`config.mk`:
```
export PLATFORM = sky130hd
export DESIGN_NAME = mcfd_top
export DESIGN_NICKNAME = d
export VERILOG_FILES = /design/src/mcfd_pkg.sv /design/src/mcfd_sync_if.sv /design/src/mcfd_pin_filter.sv /design/src/mcfd_top.sv
export SDC_FILE = /design/constraint.sdc
export NUM_CORES = 1
export LEC_CHECK = 0
export BUFFER_PORTS_ARGS = -buffer_cell sky130_fd_sc_hd__buf_2
export CAP_MARGIN = 10
export CORE_MARGIN = 5
export CORE_UTILIZATION = 26
export DETAILED_ROUTE_END_ITERATION = 6
export PLACE_DENSITY_LB_ADDON = 0.05
export SLEW_MARGIN = 20
export SYNTH_ARGS = -nofsm -noshare
export SYNTH_HDL_FRONTEND = slang
export SYNTH_HIERARCHICAL = 1
export SYNTH_SLANG_ARGS = --single-unit
```
`constraint.sdc`:
```
create_clock -name REF_CLK -period 7 [get_ports REF_CLK]
set_input_delay 0.35 -clock REF_CLK [delete_from_list [all_inputs] [get_ports REF_CLK]]
set_output_delay 0.35 -clock REF_CLK [all_outputs]
set_load 0.005 [all_outputs]
```
`src/mcfd_pkg.sv`:
```
// package: register map, field layout and decode constants of the motor configuration block
package mcfd_pkg;

   // ----------------------------------------
   // register port geometry
   // ----------------------------------------
   localparam int ADDR_W = 8;
   localparam int DATA_W = 16;
   localparam logic [15:0] REG_RST = 16'h0000;

   // ----------------------------------------
   // register offsets
   // ----------------------------------------
   localparam logic [7:0] OFS_SPEED_DIR = 8'h08;
   localparam logic [7:0] OFS_ACCEL = 8'h09;
   localparam logic [7:0] OFS_INPUT_TYPE = 8'h0A;
   localparam logic [7:0] OFS_STARTUP = 8'h0B;
   localparam logic [7:0] OFS_P_GAIN = 8'h0C;
   localparam logic [7:0] OFS_I_GAIN = 8'h0D;
   localparam logic [7:0] OFS_OUT_PIN = 8'h0E;
   localparam logic [7:0] OFS_POS_DET = 8'h12;
   localparam logic [7:0] OFS_IN_THR = 8'h15;
   localparam logic [7:0] OFS_RESP = 8'h16;

   // ----------------------------------------
   // field positions
   // ----------------------------------------
   localparam int B_CLOSED_LOOP = 11;
   localparam int B_CLOCK_KIND = 12;
   localparam int B_ACCEL_SCALE = 13;
   localparam int B_DIRECTION = 14;
   localparam int B_PWM_BAND = 15;
   localparam int B_ANALOG = 11;
   localparam int B_TACH_DIS = 4;
   localparam int F_START_LSB = 10;
   localparam int F_IPD_LSB = 8;
   localparam int F_NUDGE_LSB = 5;
   localparam int F_OFF_LSB = 8;
   localparam int F_RATIO_LSB = 0;

   // ----------------------------------------
   // decode arithmetic
   // ----------------------------------------
   // acceleration in steps of 0.05 Hz/s; coarse scale 3.2 = 64 steps
   localparam int ACC_COARSE_SHIFT = 6;
   // pulse detect limit in mA per code step (0.086 A)
   localparam logic [12:0] IPD_MA_PER_LSB = 13'h0056;
   // nudge amplitude in tenths of a percent
   localparam logic [7:0] NUDGE_STEP = 8'h20;
   localparam logic [7:0] NUDGE_BASE = 8'h18;
   // response ratio legal band
   localparam logic [5:0] RATIO_MIN = 6'h01;
   localparam logic [5:0] RATIO_MAX = 6'h29;
   // speed input off thresholds in percent
   localparam logic [4:0] OFF_PCT_0 = 5'h0A;
   localparam logic [4:0] OFF_PCT_1 = 5'h06;
   localparam logic [4:0] OFF_PCT_2 = 5'h0F;
   localparam logic [4:0] OFF_PCT_3 = 5'h14;

   // ----------------------------------------
   // types
   // ----------------------------------------
   typedef enum logic [1:0] {
      ST_SIX_PULSE = 2'b00,
      ST_TWO_PULSE = 2'b01,
      ST_NUDGE = 2'b10,
      ST_ALIGN_GO = 2'b11
   } mcfd_start_t;

   typedef struct packed {
      logic [15:0] speed_dir;
      logic [15:0] accel;
      logic [15:0] in_type;
      logic [15:0] startup;
      logic [15:0] p_gain;
      logic [15:0] i_gain;
      logic [15:0] out_pin;
      logic [15:0] pos_det;
      logic [15:0] in_thr;
      logic [15:0] resp;
   } mcfd_regs_t;

endpackage : mcfd_pkg

```
`src/mcfd_sync_if.sv`:
```
// interface: raw speed input and its filtered level
`timescale 1ns/1ns
interface mcfd_sync_if;
   logic raw;
   logic level;
   modport filt (input raw, output level);
   modport user (output raw, input level);
endinterface : mcfd_sync_if

```
`src/mcfd_pin_filter.sv`:
```
// three-stage pin synchroniser that accepts a change once two stages agree
`timescale 1ns/1ns
module mcfd_pin_filter (
   // clock and reset
   input wire logic clk,
   input wire logic rst_n,
   // filtered pin
   mcfd_sync_if.filt sig
);
   typedef struct packed {
      logic s1;
      logic s2;
      logic s3;
      logic lvl;
   } mcfd_flt_st_t;

   mcfd_flt_st_t st_q;
   mcfd_flt_st_t st_d;

   always_comb begin
      st_d = st_q;
      st_d.s1 = sig.raw;
      st_d.s2 = st_q.s1;
      st_d.s3 = st_q.s2;
      if (st_q.s2 == st_q.s3) begin
         st_d.lvl = st_q.s3;
      end
   end

   always_ff @(posedge clk or negedge rst_n) begin
      if (!rst_n) begin
         st_q <= '0;
      end else begin
         st_q <= st_d;
      end
   end

   assign sig.level = st_q.lvl;

endmodule : mcfd_pin_filter

```
`src/mcfd_top.sv`:
```
// top: configuration register bank with decode of motor control settings
`timescale 1ns/1ns
module mcfd_top (
   // clock and reset
   input wire logic REF_CLK,
   input wire logic RESETN,
   // register port from the serial management engine
   input wire logic [mcfd_pkg::ADDR_W-1:0] REG_ADDR,
   input wire logic [mcfd_pkg::DATA_W-1:0] REG_WDATA,
   input wire logic REG_WE,
   input wire logic REG_RE,
   output logic [mcfd_pkg::DATA_W-1:0] REG_RDATA,
   output logic REG_RVALID,
   // pins
   input wire logic SPEED_IN_PIN,
   output logic SPEED_IN_LEVEL,
   input wire logic TACH_CORE,
   output logic TACH_OUT,
   // speed and direction settings
   output logic [13:0] ACCEL_RATE,
   output logic CLOSED_LOOP,
   output logic PHASE_ORDER_ABC,
   output logic ANALOG_INPUT,
   output logic CLOCK_INPUT,
   output logic PWM_INPUT,
   output logic PWM_LOW_BAND,
   output logic [5:0] RESPONSE_TC,
   output logic [5:0] CLOCK_RATIO,
   output logic RATIO_RANGE_ERR,
   output logic [4:0] OFF_THRESHOLD_PCT,
   // startup and observer settings
   output mcfd_pkg::mcfd_start_t STARTUP_METHOD,
   output logic [12:0] PULSE_DETECT_CURRENT_LIMIT_MA,
   output logic [7:0] NUDGE_AMPLITUDE,
   output logic [7:0] OBSERVER_PROPORTIONAL_GAIN,
   output logic [7:0] OBSERVER_INTEGRAL_GAIN
);
   import mcfd_pkg::*;

   // ----------------------------------------
   // state
   // ----------------------------------------
   typedef struct packed {
      mcfd_regs_t regs;
      logic [15:0] rdata;
      logic rvalid;
      logic tach;
      logic [13:0] accel_rate;
      logic closed_loop;
      logic phase_abc;
      logic analog;
      logic clock_in;
      logic pwm_in;
      logic pwm_low;
      logic [5:0] resp_tc;
      logic [5:0] clock_ratio;
      logic ratio_err;
      logic [4:0] off_pct;
      mcfd_start_t start;
      logic [12:0] ipd_ma;
      logic [7:0] nudge;
      logic [7:0] p_gain;
      logic [7:0] i_gain;
      logic past_ok;
   } mcfd_state_t;

   mcfd_state_t st_q;
   mcfd_state_t st_d;
   mcfd_sync_if spd_if ();
   logic [5:0] ratio_f;
   logic ratio_used;

   // ----------------------------------------
   // speed input synchroniser
   // ----------------------------------------
   assign spd_if.raw = SPEED_IN_PIN;

   mcfd_pin_filter u_spd_filter (
      .clk(REF_CLK),
      .rst_n(RESETN),
      .sig(spd_if.filt)
   );

   // ----------------------------------------
   // register access and decode
   // ----------------------------------------
   assign ratio_f = st_q.regs.resp[F_RATIO_LSB +: 6];

   always_comb begin
      st_d = st_q;
      st_d.rvalid = 1'b0;
      st_d.past_ok = 1'b1;
      ratio_used = 1'b0;
      // fields are stored whole so that readback is exact
      if (REG_WE) begin
         case (REG_ADDR)
            OFS_SPEED_DIR: st_d.regs.speed_dir = REG_WDATA;
            OFS_ACCEL: st_d.regs.accel = REG_WDATA;
            OFS_INPUT_TYPE: st_d.regs.in_type = REG_WDATA;
            OFS_STARTUP: st_d.regs.startup = REG_WDATA;
            OFS_P_GAIN: st_d.regs.p_gain = REG_WDATA;
            OFS_I_GAIN: st_d.regs.i_gain = REG_WDATA;
            OFS_OUT_PIN: st_d.regs.out_pin = REG_WDATA;
            OFS_POS_DET: st_d.regs.pos_det = REG_WDATA;
            OFS_IN_THR: st_d.regs.in_thr = REG_WDATA;
            OFS_RESP: st_d.regs.resp = REG_WDATA;
            default: ;
         endcase
      end
      if (REG_RE) begin
         st_d.rvalid = 1'b1;
         case (REG_ADDR)
            OFS_SPEED_DIR: st_d.rdata = st_q.regs.speed_dir;
            OFS_ACCEL: st_d.rdata = st_q.regs.accel;
            OFS_INPUT_TYPE: st_d.rdata = st_q.regs.in_type;
            OFS_STARTUP: st_d.rdata = st_q.regs.startup;
            OFS_P_GAIN: st_d.rdata = st_q.regs.p_gain;
            OFS_I_GAIN: st_d.rdata = st_q.regs.i_gain;
            OFS_OUT_PIN: st_d.rdata = st_q.regs.out_pin;
            OFS_POS_DET: st_d.rdata = st_q.regs.pos_det;
            OFS_IN_THR: st_d.rdata = st_q.regs.in_thr;
            OFS_RESP: st_d.rdata = st_q.regs.resp;
            default: st_d.rdata = REG_RST;
         endcase
      end
      // acceleration in 0.05 Hz/s steps
      if (st_q.regs.speed_dir[B_ACCEL_SCALE]) begin
         st_d.accel_rate = 14'(st_q.regs.accel[7:0]) << ACC_COARSE_SHIFT;
      end else begin
         st_d.accel_rate = 14'(st_q.regs.accel[7:0]);
      end
      st_d.closed_loop = st_q.regs.speed_dir[B_CLOSED_LOOP];
      st_d.phase_abc = st_q.regs.speed_dir[B_DIRECTION];
      st_d.analog = st_q.regs.in_type[B_ANALOG];
      st_d.clock_in = !st_q.regs.in_type[B_ANALOG]
         && st_q.regs.speed_dir[B_CLOCK_KIND];
      st_d.pwm_in = !st_q.regs.in_type[B_ANALOG]
         && !st_q.regs.speed_dir[B_CLOCK_KIND];
      st_d.pwm_low = st_q.regs.speed_dir[B_PWM_BAND];
      // time constant in 1/15 s, silent in open loop
      if (st_q.regs.speed_dir[B_CLOSED_LOOP]) begin
         st_d.resp_tc = ratio_f;
         ratio_used = 1'b1;
      end else begin
         st_d.resp_tc = 6'h00;
      end
      // clock ratio in 0.25 rpm/Hz, only for clock input
      if (st_d.clock_in) begin
         st_d.clock_ratio = ratio_f;
         ratio_used = 1'b1;
      end else begin
         st_d.clock_ratio = 6'h00;
      end
      // flags a ratio outside the legal band while closed loop or clock input uses it
      st_d.ratio_err = ratio_used && (ratio_f < RATIO_MIN || ratio_f > RATIO_MAX);
      case (st_q.regs.in_thr[F_OFF_LSB +: 2])
         2'b00: st_d.off_pct = OFF_PCT_0;
         2'b01: st_d.off_pct = OFF_PCT_1;
         2'b10: st_d.off_pct = OFF_PCT_2;
         2'b11: st_d.off_pct = OFF_PCT_3;
         default: st_d.off_pct = OFF_PCT_0;
      endcase
      // forced high keeps the shared line quiet for the serial bus
      st_d.tach = st_q.regs.out_pin[B_TACH_DIS] | TACH_CORE;
      st_d.start = mcfd_start_t'(st_q.regs.startup[F_START_LSB +: 2]);
      st_d.ipd_ma = 13'(st_q.regs.pos_det[F_IPD_LSB +: 6]) * IPD_MA_PER_LSB;
      // amplitude in tenths of a percent, zero outside nudge start
      if (st_d.start == ST_NUDGE) begin
         st_d.nudge = 8'(st_q.regs.in_thr[F_NUDGE_LSB +: 3]) * NUDGE_STEP
            + NUDGE_BASE;
      end else begin
         st_d.nudge = 8'h00;
      end
      st_d.p_gain = st_q.regs.p_gain[7:0];
      st_d.i_gain = st_q.regs.i_gain[7:0];
   end

   always_ff @(posedge REF_CLK or negedge RESETN) begin
      if (!RESETN) begin
         st_q <= '0;
      end else begin
         st_q <= st_d;
      end
   end

   // ----------------------------------------
   // outputs
   // ----------------------------------------
   assign REG_RDATA = st_q.rdata;
   assign REG_RVALID = st_q.rvalid;
   assign SPEED_IN_LEVEL = spd_if.level;
   assign TACH_OUT = st_q.tach;
   assign ACCEL_RATE = st_q.accel_rate;
   assign CLOSED_LOOP = st_q.closed_loop;
   assign PHASE_ORDER_ABC = st_q.phase_abc;
   assign ANALOG_INPUT = st_q.analog;
   assign CLOCK_INPUT = st_q.clock_in;
   assign PWM_INPUT = st_q.pwm_in;
   assign PWM_LOW_BAND = st_q.pwm_low;
   assign RESPONSE_TC = st_q.resp_tc;
   assign CLOCK_RATIO = st_q.clock_ratio;
   assign RATIO_RANGE_ERR = st_q.ratio_err;
   assign OFF_THRESHOLD_PCT = st_q.off_pct;
   assign STARTUP_METHOD = st_q.start;
   assign PULSE_DETECT_CURRENT_LIMIT_MA = st_q.ipd_ma;
   assign NUDGE_AMPLITUDE = st_q.nudge;
   assign OBSERVER_PROPORTIONAL_GAIN = st_q.p_gain;
   assign OBSERVER_INTEGRAL_GAIN = st_q.i_gain;
endmodule : mcfd_top

```
==> flow_metrics.py <==
metrics = {
    "place": {
        "numPortBuffers": 121,
        "dpl.hpwl_um": 22520,
        "routabilityCongestion": 0.7166,
    },
    "power": {
        "leakagePower_nw": 6.651,
        "p_switching_w": 0.0008472,
        "p_seq_frac": 0.446,
        "combPwrFrac": 0.068,
        "internal_power_w": 0.002709,
        "pwr-share-clk": 0.487,
        "p_sw_frac": 0.2383,
        "irDropWorstVdd_mv": 0.1205,
        "design_power_total_w": 0.003556,
        "power.density_cell_area_nw_per_um2": 265.6,
    },
    "global_routing": {
        "met3_usage": 0.02807,
        "grt_remaining_overflow": 0,
        "gr-usage-met1": 0.2079,
        "most_utilized_layer_in_the_global_route_result": "met2",
        "global_route_wire_length_before_repair_um": 52850,
        "grt_antenna_before_repair": 1,
        "largest_net_degree_at_the_start_of_global_routing": 132,
        "grt_use_total": 0.1421,
        "first_global_vias": 7521,
        "globalRouteMet2Util": 0.2155,
    },
    "clocking": {
        "cts-hold-fix-buffers": 3,
        "post_cts.resized_instances": 0,
        "total_clock_buffers_created_by_cts": 34,
        "cts_tree": "done",
        "root_buffer": "sky130_fd_sc_hd__clkbuf_16",
        "post_cts_buffers": 0,
        "cts.sink_count": 254,
        "clk_latency_ns": 0.53,
        "cts.htree.levels": 2,
        "worst_setup_hold_path_clk_slew_ns": 0.05,
        "clock_path_buffers": 3,
    },
    "timing": {
        "slew_violations": 0,
        "report.final.setup_viol": 0,
        "hold_viol": 0,
        "finalWorstPathRequiredPeriod_ns": 3.370,
        "clock_skew_ns": 0.01802,
        "max_clock_freq_mhz": 296.7,
        "whs_ns": 0.2098,
        "grt_setup_unrepaired": "no",
        "max_slew_margin": 0.3084,
        "max_slew.worst_pin.slew_ns": 1.035,
        "final_min_period_over_clock_period": 0.4815,
        "setup_total_negative_slack_ns": 0,
    },
    "layout": {
        "final_common_cell": "sky130_fd_sc_hd__dfrtp_1",
        "drive_gt1_frac": 0.3865,
        "layout.nets": 1003,
        "num-fill-cells": 4541,
        "area.sequential_um2": 6356,
        "multi_input_area_um2": 4320,
        "layout.cells.most_common_list": "254 x sky130_fd_sc_hd__dfrtp_1, 160 x sky130_fd_sc_hd__mux2_2, 120 x sky130_fd_sc_hd__buf_2",
        "layout-area-overhead-vs-synth_pct": 15.02,
    },
    "floorplan": {
        "die-area_um2": 49090,
        "die_w_um": 221.6,
        "die_height_um": 221.6,
        "start_util": 0.2632,
        "floorplan.core_area_um2": 44220,
        "io_pins": 126,
        "rows": 77,
    },
    "synth": {
        "synth-seq-cells": 254,
        "synth_async_sr_flop_share": 1.000,
        "leading_register_cell_type_out_of_synthesis": "sky130_fd_sc_hd__dfrtp_1",
        "yosysSeqAreaShare": 0.5462,
        "ys_types": 63,
        "postSynthCellCount": 902,
        "synth_enable_flop_cells": 0,
        "synth.yosys.warnings": 6,
        "post_synth.cell_area_avg_um2": 12.90,
        "syn-cell-area_um2": 11640,
    },
    "detailed_routing": {
        "dr_total_vias": 6982,
        "drc": 0,
        "wl_per_cell_um": 22.66,
        "drt-pass1-iter-count": 4,
        "routed_wl_um": 35240,
        "detail_route.vias_per_cell": 4.490,
        "detailedRoute.firstIterationViolations": 362,
        "final_antenna_net_count": 0,
    },
    "worst_setup_path": {
        "worstPathCellList": "ha_1 > fa_1 > inv_1 > fa_1 > inv_1 > ha_1 > and3_1 > a221o_1 > o21ai_0 > a21oi_1 > xnor2_1",
        "crit_path_end_kind": "register",
        "timing.critical_path.fanout_max": 6,
        "worstPathRequired_ns": 7.41,
        "worst_ep_arrival_time_ns": 3.78,
        "critPathTopFamily": "adder cells",
        "cell_with_the_largest_stage_delay_on_the_worst_path": "sky130_fd_sc_hd__fa_1",
        "worst_path_largest_cell_delay_ns": 0.53,
        "cp_buf_inv_count": 2,
        "worst_setup_path_start_kind": "register",
        "startpoint_to_endpoint_class_of_the_critical_path": "register to register",
    },
    "job": {
        "max_cap_viol_count": 0,
    },
    "run_status": {
        "run_status": "completed",
    },
    "worst_hold_path": {
        "hold_path_class": "input port to register",
    },
}
worst register-to-register path, cell delays in order, from the launching register on:
cell	delay, ns
sky130_fd_sc_hd__dfrtp_1	0.48
sky130_fd_sc_hd__ha_1	0.36
sky130_fd_sc_hd__fa_1	0.51
sky130_fd_sc_hd__inv_1	0.06
sky130_fd_sc_hd__fa_1	0.53
sky130_fd_sc_hd__inv_1	0.04
sky130_fd_sc_hd__ha_1	0.34
sky130_fd_sc_hd__and3_1	0.18
sky130_fd_sc_hd__a221o_1	0.33
sky130_fd_sc_hd__o21ai_0	0.18
sky130_fd_sc_hd__a21oi_1	0.11
sky130_fd_sc_hd__xnor2_1	0.13
cell families (layout without fill, tap and decap cells):
family | Yosys count | in the layout | share of synthesized area
DFF | 254 | 254 | 0.5462
AOI/OAI and AO/OA | 105 | 105 | 0.06312
muxes | 198 | 198 | 0.1945
buffers and inverters | 162 | 217 | 0.08494
xor gates and xnor gates | 7 | 7 | 0.005268
adders and majority gates | 35 | 35 | 0.04075
and+or+nand+nor | 140 | 140 | 0.06494
other | 1 | 7 | 0.0003222
layer usage:
layer  wire, µm  part of all wire  up-vias
met5          0                 0        -
met4        652             0.019        0
met3       1521             0.043       44
met2      15750              0.45      129
met1      17320              0.49     3637
li1           -                 -     3172
Yosys cell counts (3+ instances only):
| master | instances | area share |
|---|---|---|
| sky130_fd_sc_hd__a22oi_1 | 15 | 0.0097 |
| sky130_fd_sc_hd__clkbuf_1 | 11 | 0.0035 |
| sky130_fd_sc_hd__a22o_1 | 7 | 0.0053 |
| sky130_fd_sc_hd__a21oi_1 | 16 | 0.0069 |
| sky130_fd_sc_hd__buf_2 | 22 | 0.0095 |
| sky130_fd_sc_hd__mux4_2 | 6 | 0.012 |
| sky130_fd_sc_hd__nor2_2 | 3 | 0.0016 |
| sky130_fd_sc_hd__a211oi_1 | 10 | 0.0065 |
| sky130_fd_sc_hd__a221oi_1 | 8 | 0.0060 |
| sky130_fd_sc_hd__o21ai_0 | 23 | 0.0099 |
| sky130_fd_sc_hd__buf_4 | 90 | 0.058 |
| sky130_fd_sc_hd__mux2_2 | 160 | 0.15 |
| sky130_fd_sc_hd__nand2_1 | 23 | 0.0074 |
| sky130_fd_sc_hd__dfrtp_1 | 254 | 0.55 |
| sky130_fd_sc_hd__xnor2_1 | 7 | 0.0053 |
| sky130_fd_sc_hd__a31oi_1 | 3 | 0.0016 |
| sky130_fd_sc_hd__o22ai_1 | 3 | 0.0016 |
| sky130_fd_sc_hd__and3_1 | 6 | 0.0032 |
| sky130_fd_sc_hd__inv_1 | 22 | 0.0071 |
| sky130_fd_sc_hd__ha_1 | 29 | 0.031 |
| sky130_fd_sc_hd__nor3_1 | 5 | 0.0021 |
| sky130_fd_sc_hd__nor2_1 | 36 | 0.012 |
| sky130_fd_sc_hd__buf_1 | 15 | 0.0048 |
| sky130_fd_sc_hd__nand3_1 | 6 | 0.0026 |
| sky130_fd_sc_hd__mux2_1 | 5 | 0.0048 |
| sky130_fd_sc_hd__mux2i_1 | 27 | 0.023 |
| sky130_fd_sc_hd__and2_1 | 22 | 0.012 |
| sky130_fd_sc_hd__fa_1 | 5 | 0.0086 |
| sky130_fd_sc_hd__nor3b_1 | 4 | 0.0026 |
| sky130_fd_sc_hd__nor2b_1 | 16 | 0.0086 |
path summary, 6_finish.rpt:
kind / startpoint / endpoint / slack [ns] / cells past startpoint
setup / recovery: st_q[137] / PULSE_DETECT_CURRENT_LIMIT_MA[11] / 3.63 / 11
hold / removal: REG_WDATA[7] / st_q[199] / 0.21 / 2
setup reg to reg: st_q[137] / PULSE_DETECT_CURRENT_LIMIT_MA[11] / 3.63 / 11
hold reg to reg: u_spd_filter/st_d[2] / u_spd_filter/st_d[1] / 0.35 / 0
max in group asynchronous: RESETN / PULSE_DETECT_CURRENT_LIMIT_MA[5] / 5.38 / 3
min in group asynchronous: RESETN / NUDGE_AMPLITUDE[4] / 0.42 / 2
power by group through the flow:
| stage | registers (W) | clock network [W] | logic [W] |
|---|---|---|---|
| after detailed placement | 0.00161 | 0 | 0.000248 |
| final | 0.00159 | 0.00173 | 0.000240 |
| after global routing | 0.00159 | 0.00186 | 0.000271 |
| after global placement | 0.00161 | 0 | 0.000248 |
| after floorplan | 0.00159 | 0 | 0.000161 |
| after CTS | 0.00159 | 0.00181 | 0.000250 |
area by class of cell:
cell class | instances | share of cell area
diodes | 3 | 0.0005609
clock buffers | 51 | 0.07889
clock inverters | 6 | 0.004393
inverters | 22 | 0.006169
multi-input cells | 489 | 0.3228
flip-flops and latches | 254 | 0.4749
well taps | 592 | 0.05534
repair buffers | 138 | 0.05702
per-stage QoR:
stage                     setup WS [ns]  area, µm²  std cells    util
final                             3.630      13390       1555  0.3027
after global routing              3.494      13380       1552  0.3025
after CTS                         3.591      13370       1552  0.3024
after detailed placement          3.546      12230       1492  0.2765
after global placement            3.542      12230       1492  0.2765
after floorplan                   3.881      11650        905       -
flip-flops by register name, summed over array words and instances (netlist names), 6 cells and up:
| register | flops |
|---|---|
| st_d | 22 |
| PULSE_DETECT_CURRENT_LIMIT_MA | 12 |
| ratio_f | 6 |
| ACCEL_RATE | 14 |
| REG_RDATA | 16 |
| CLOCK_RATIO | 6 |
| OBSERVER_INTEGRAL_GAIN | 8 |
| st_q | 132 |
| RESPONSE_TC | 6 |
| OBSERVER_PROPORTIONAL_GAIN | 8 |
(Power assumes the default switching activity.)
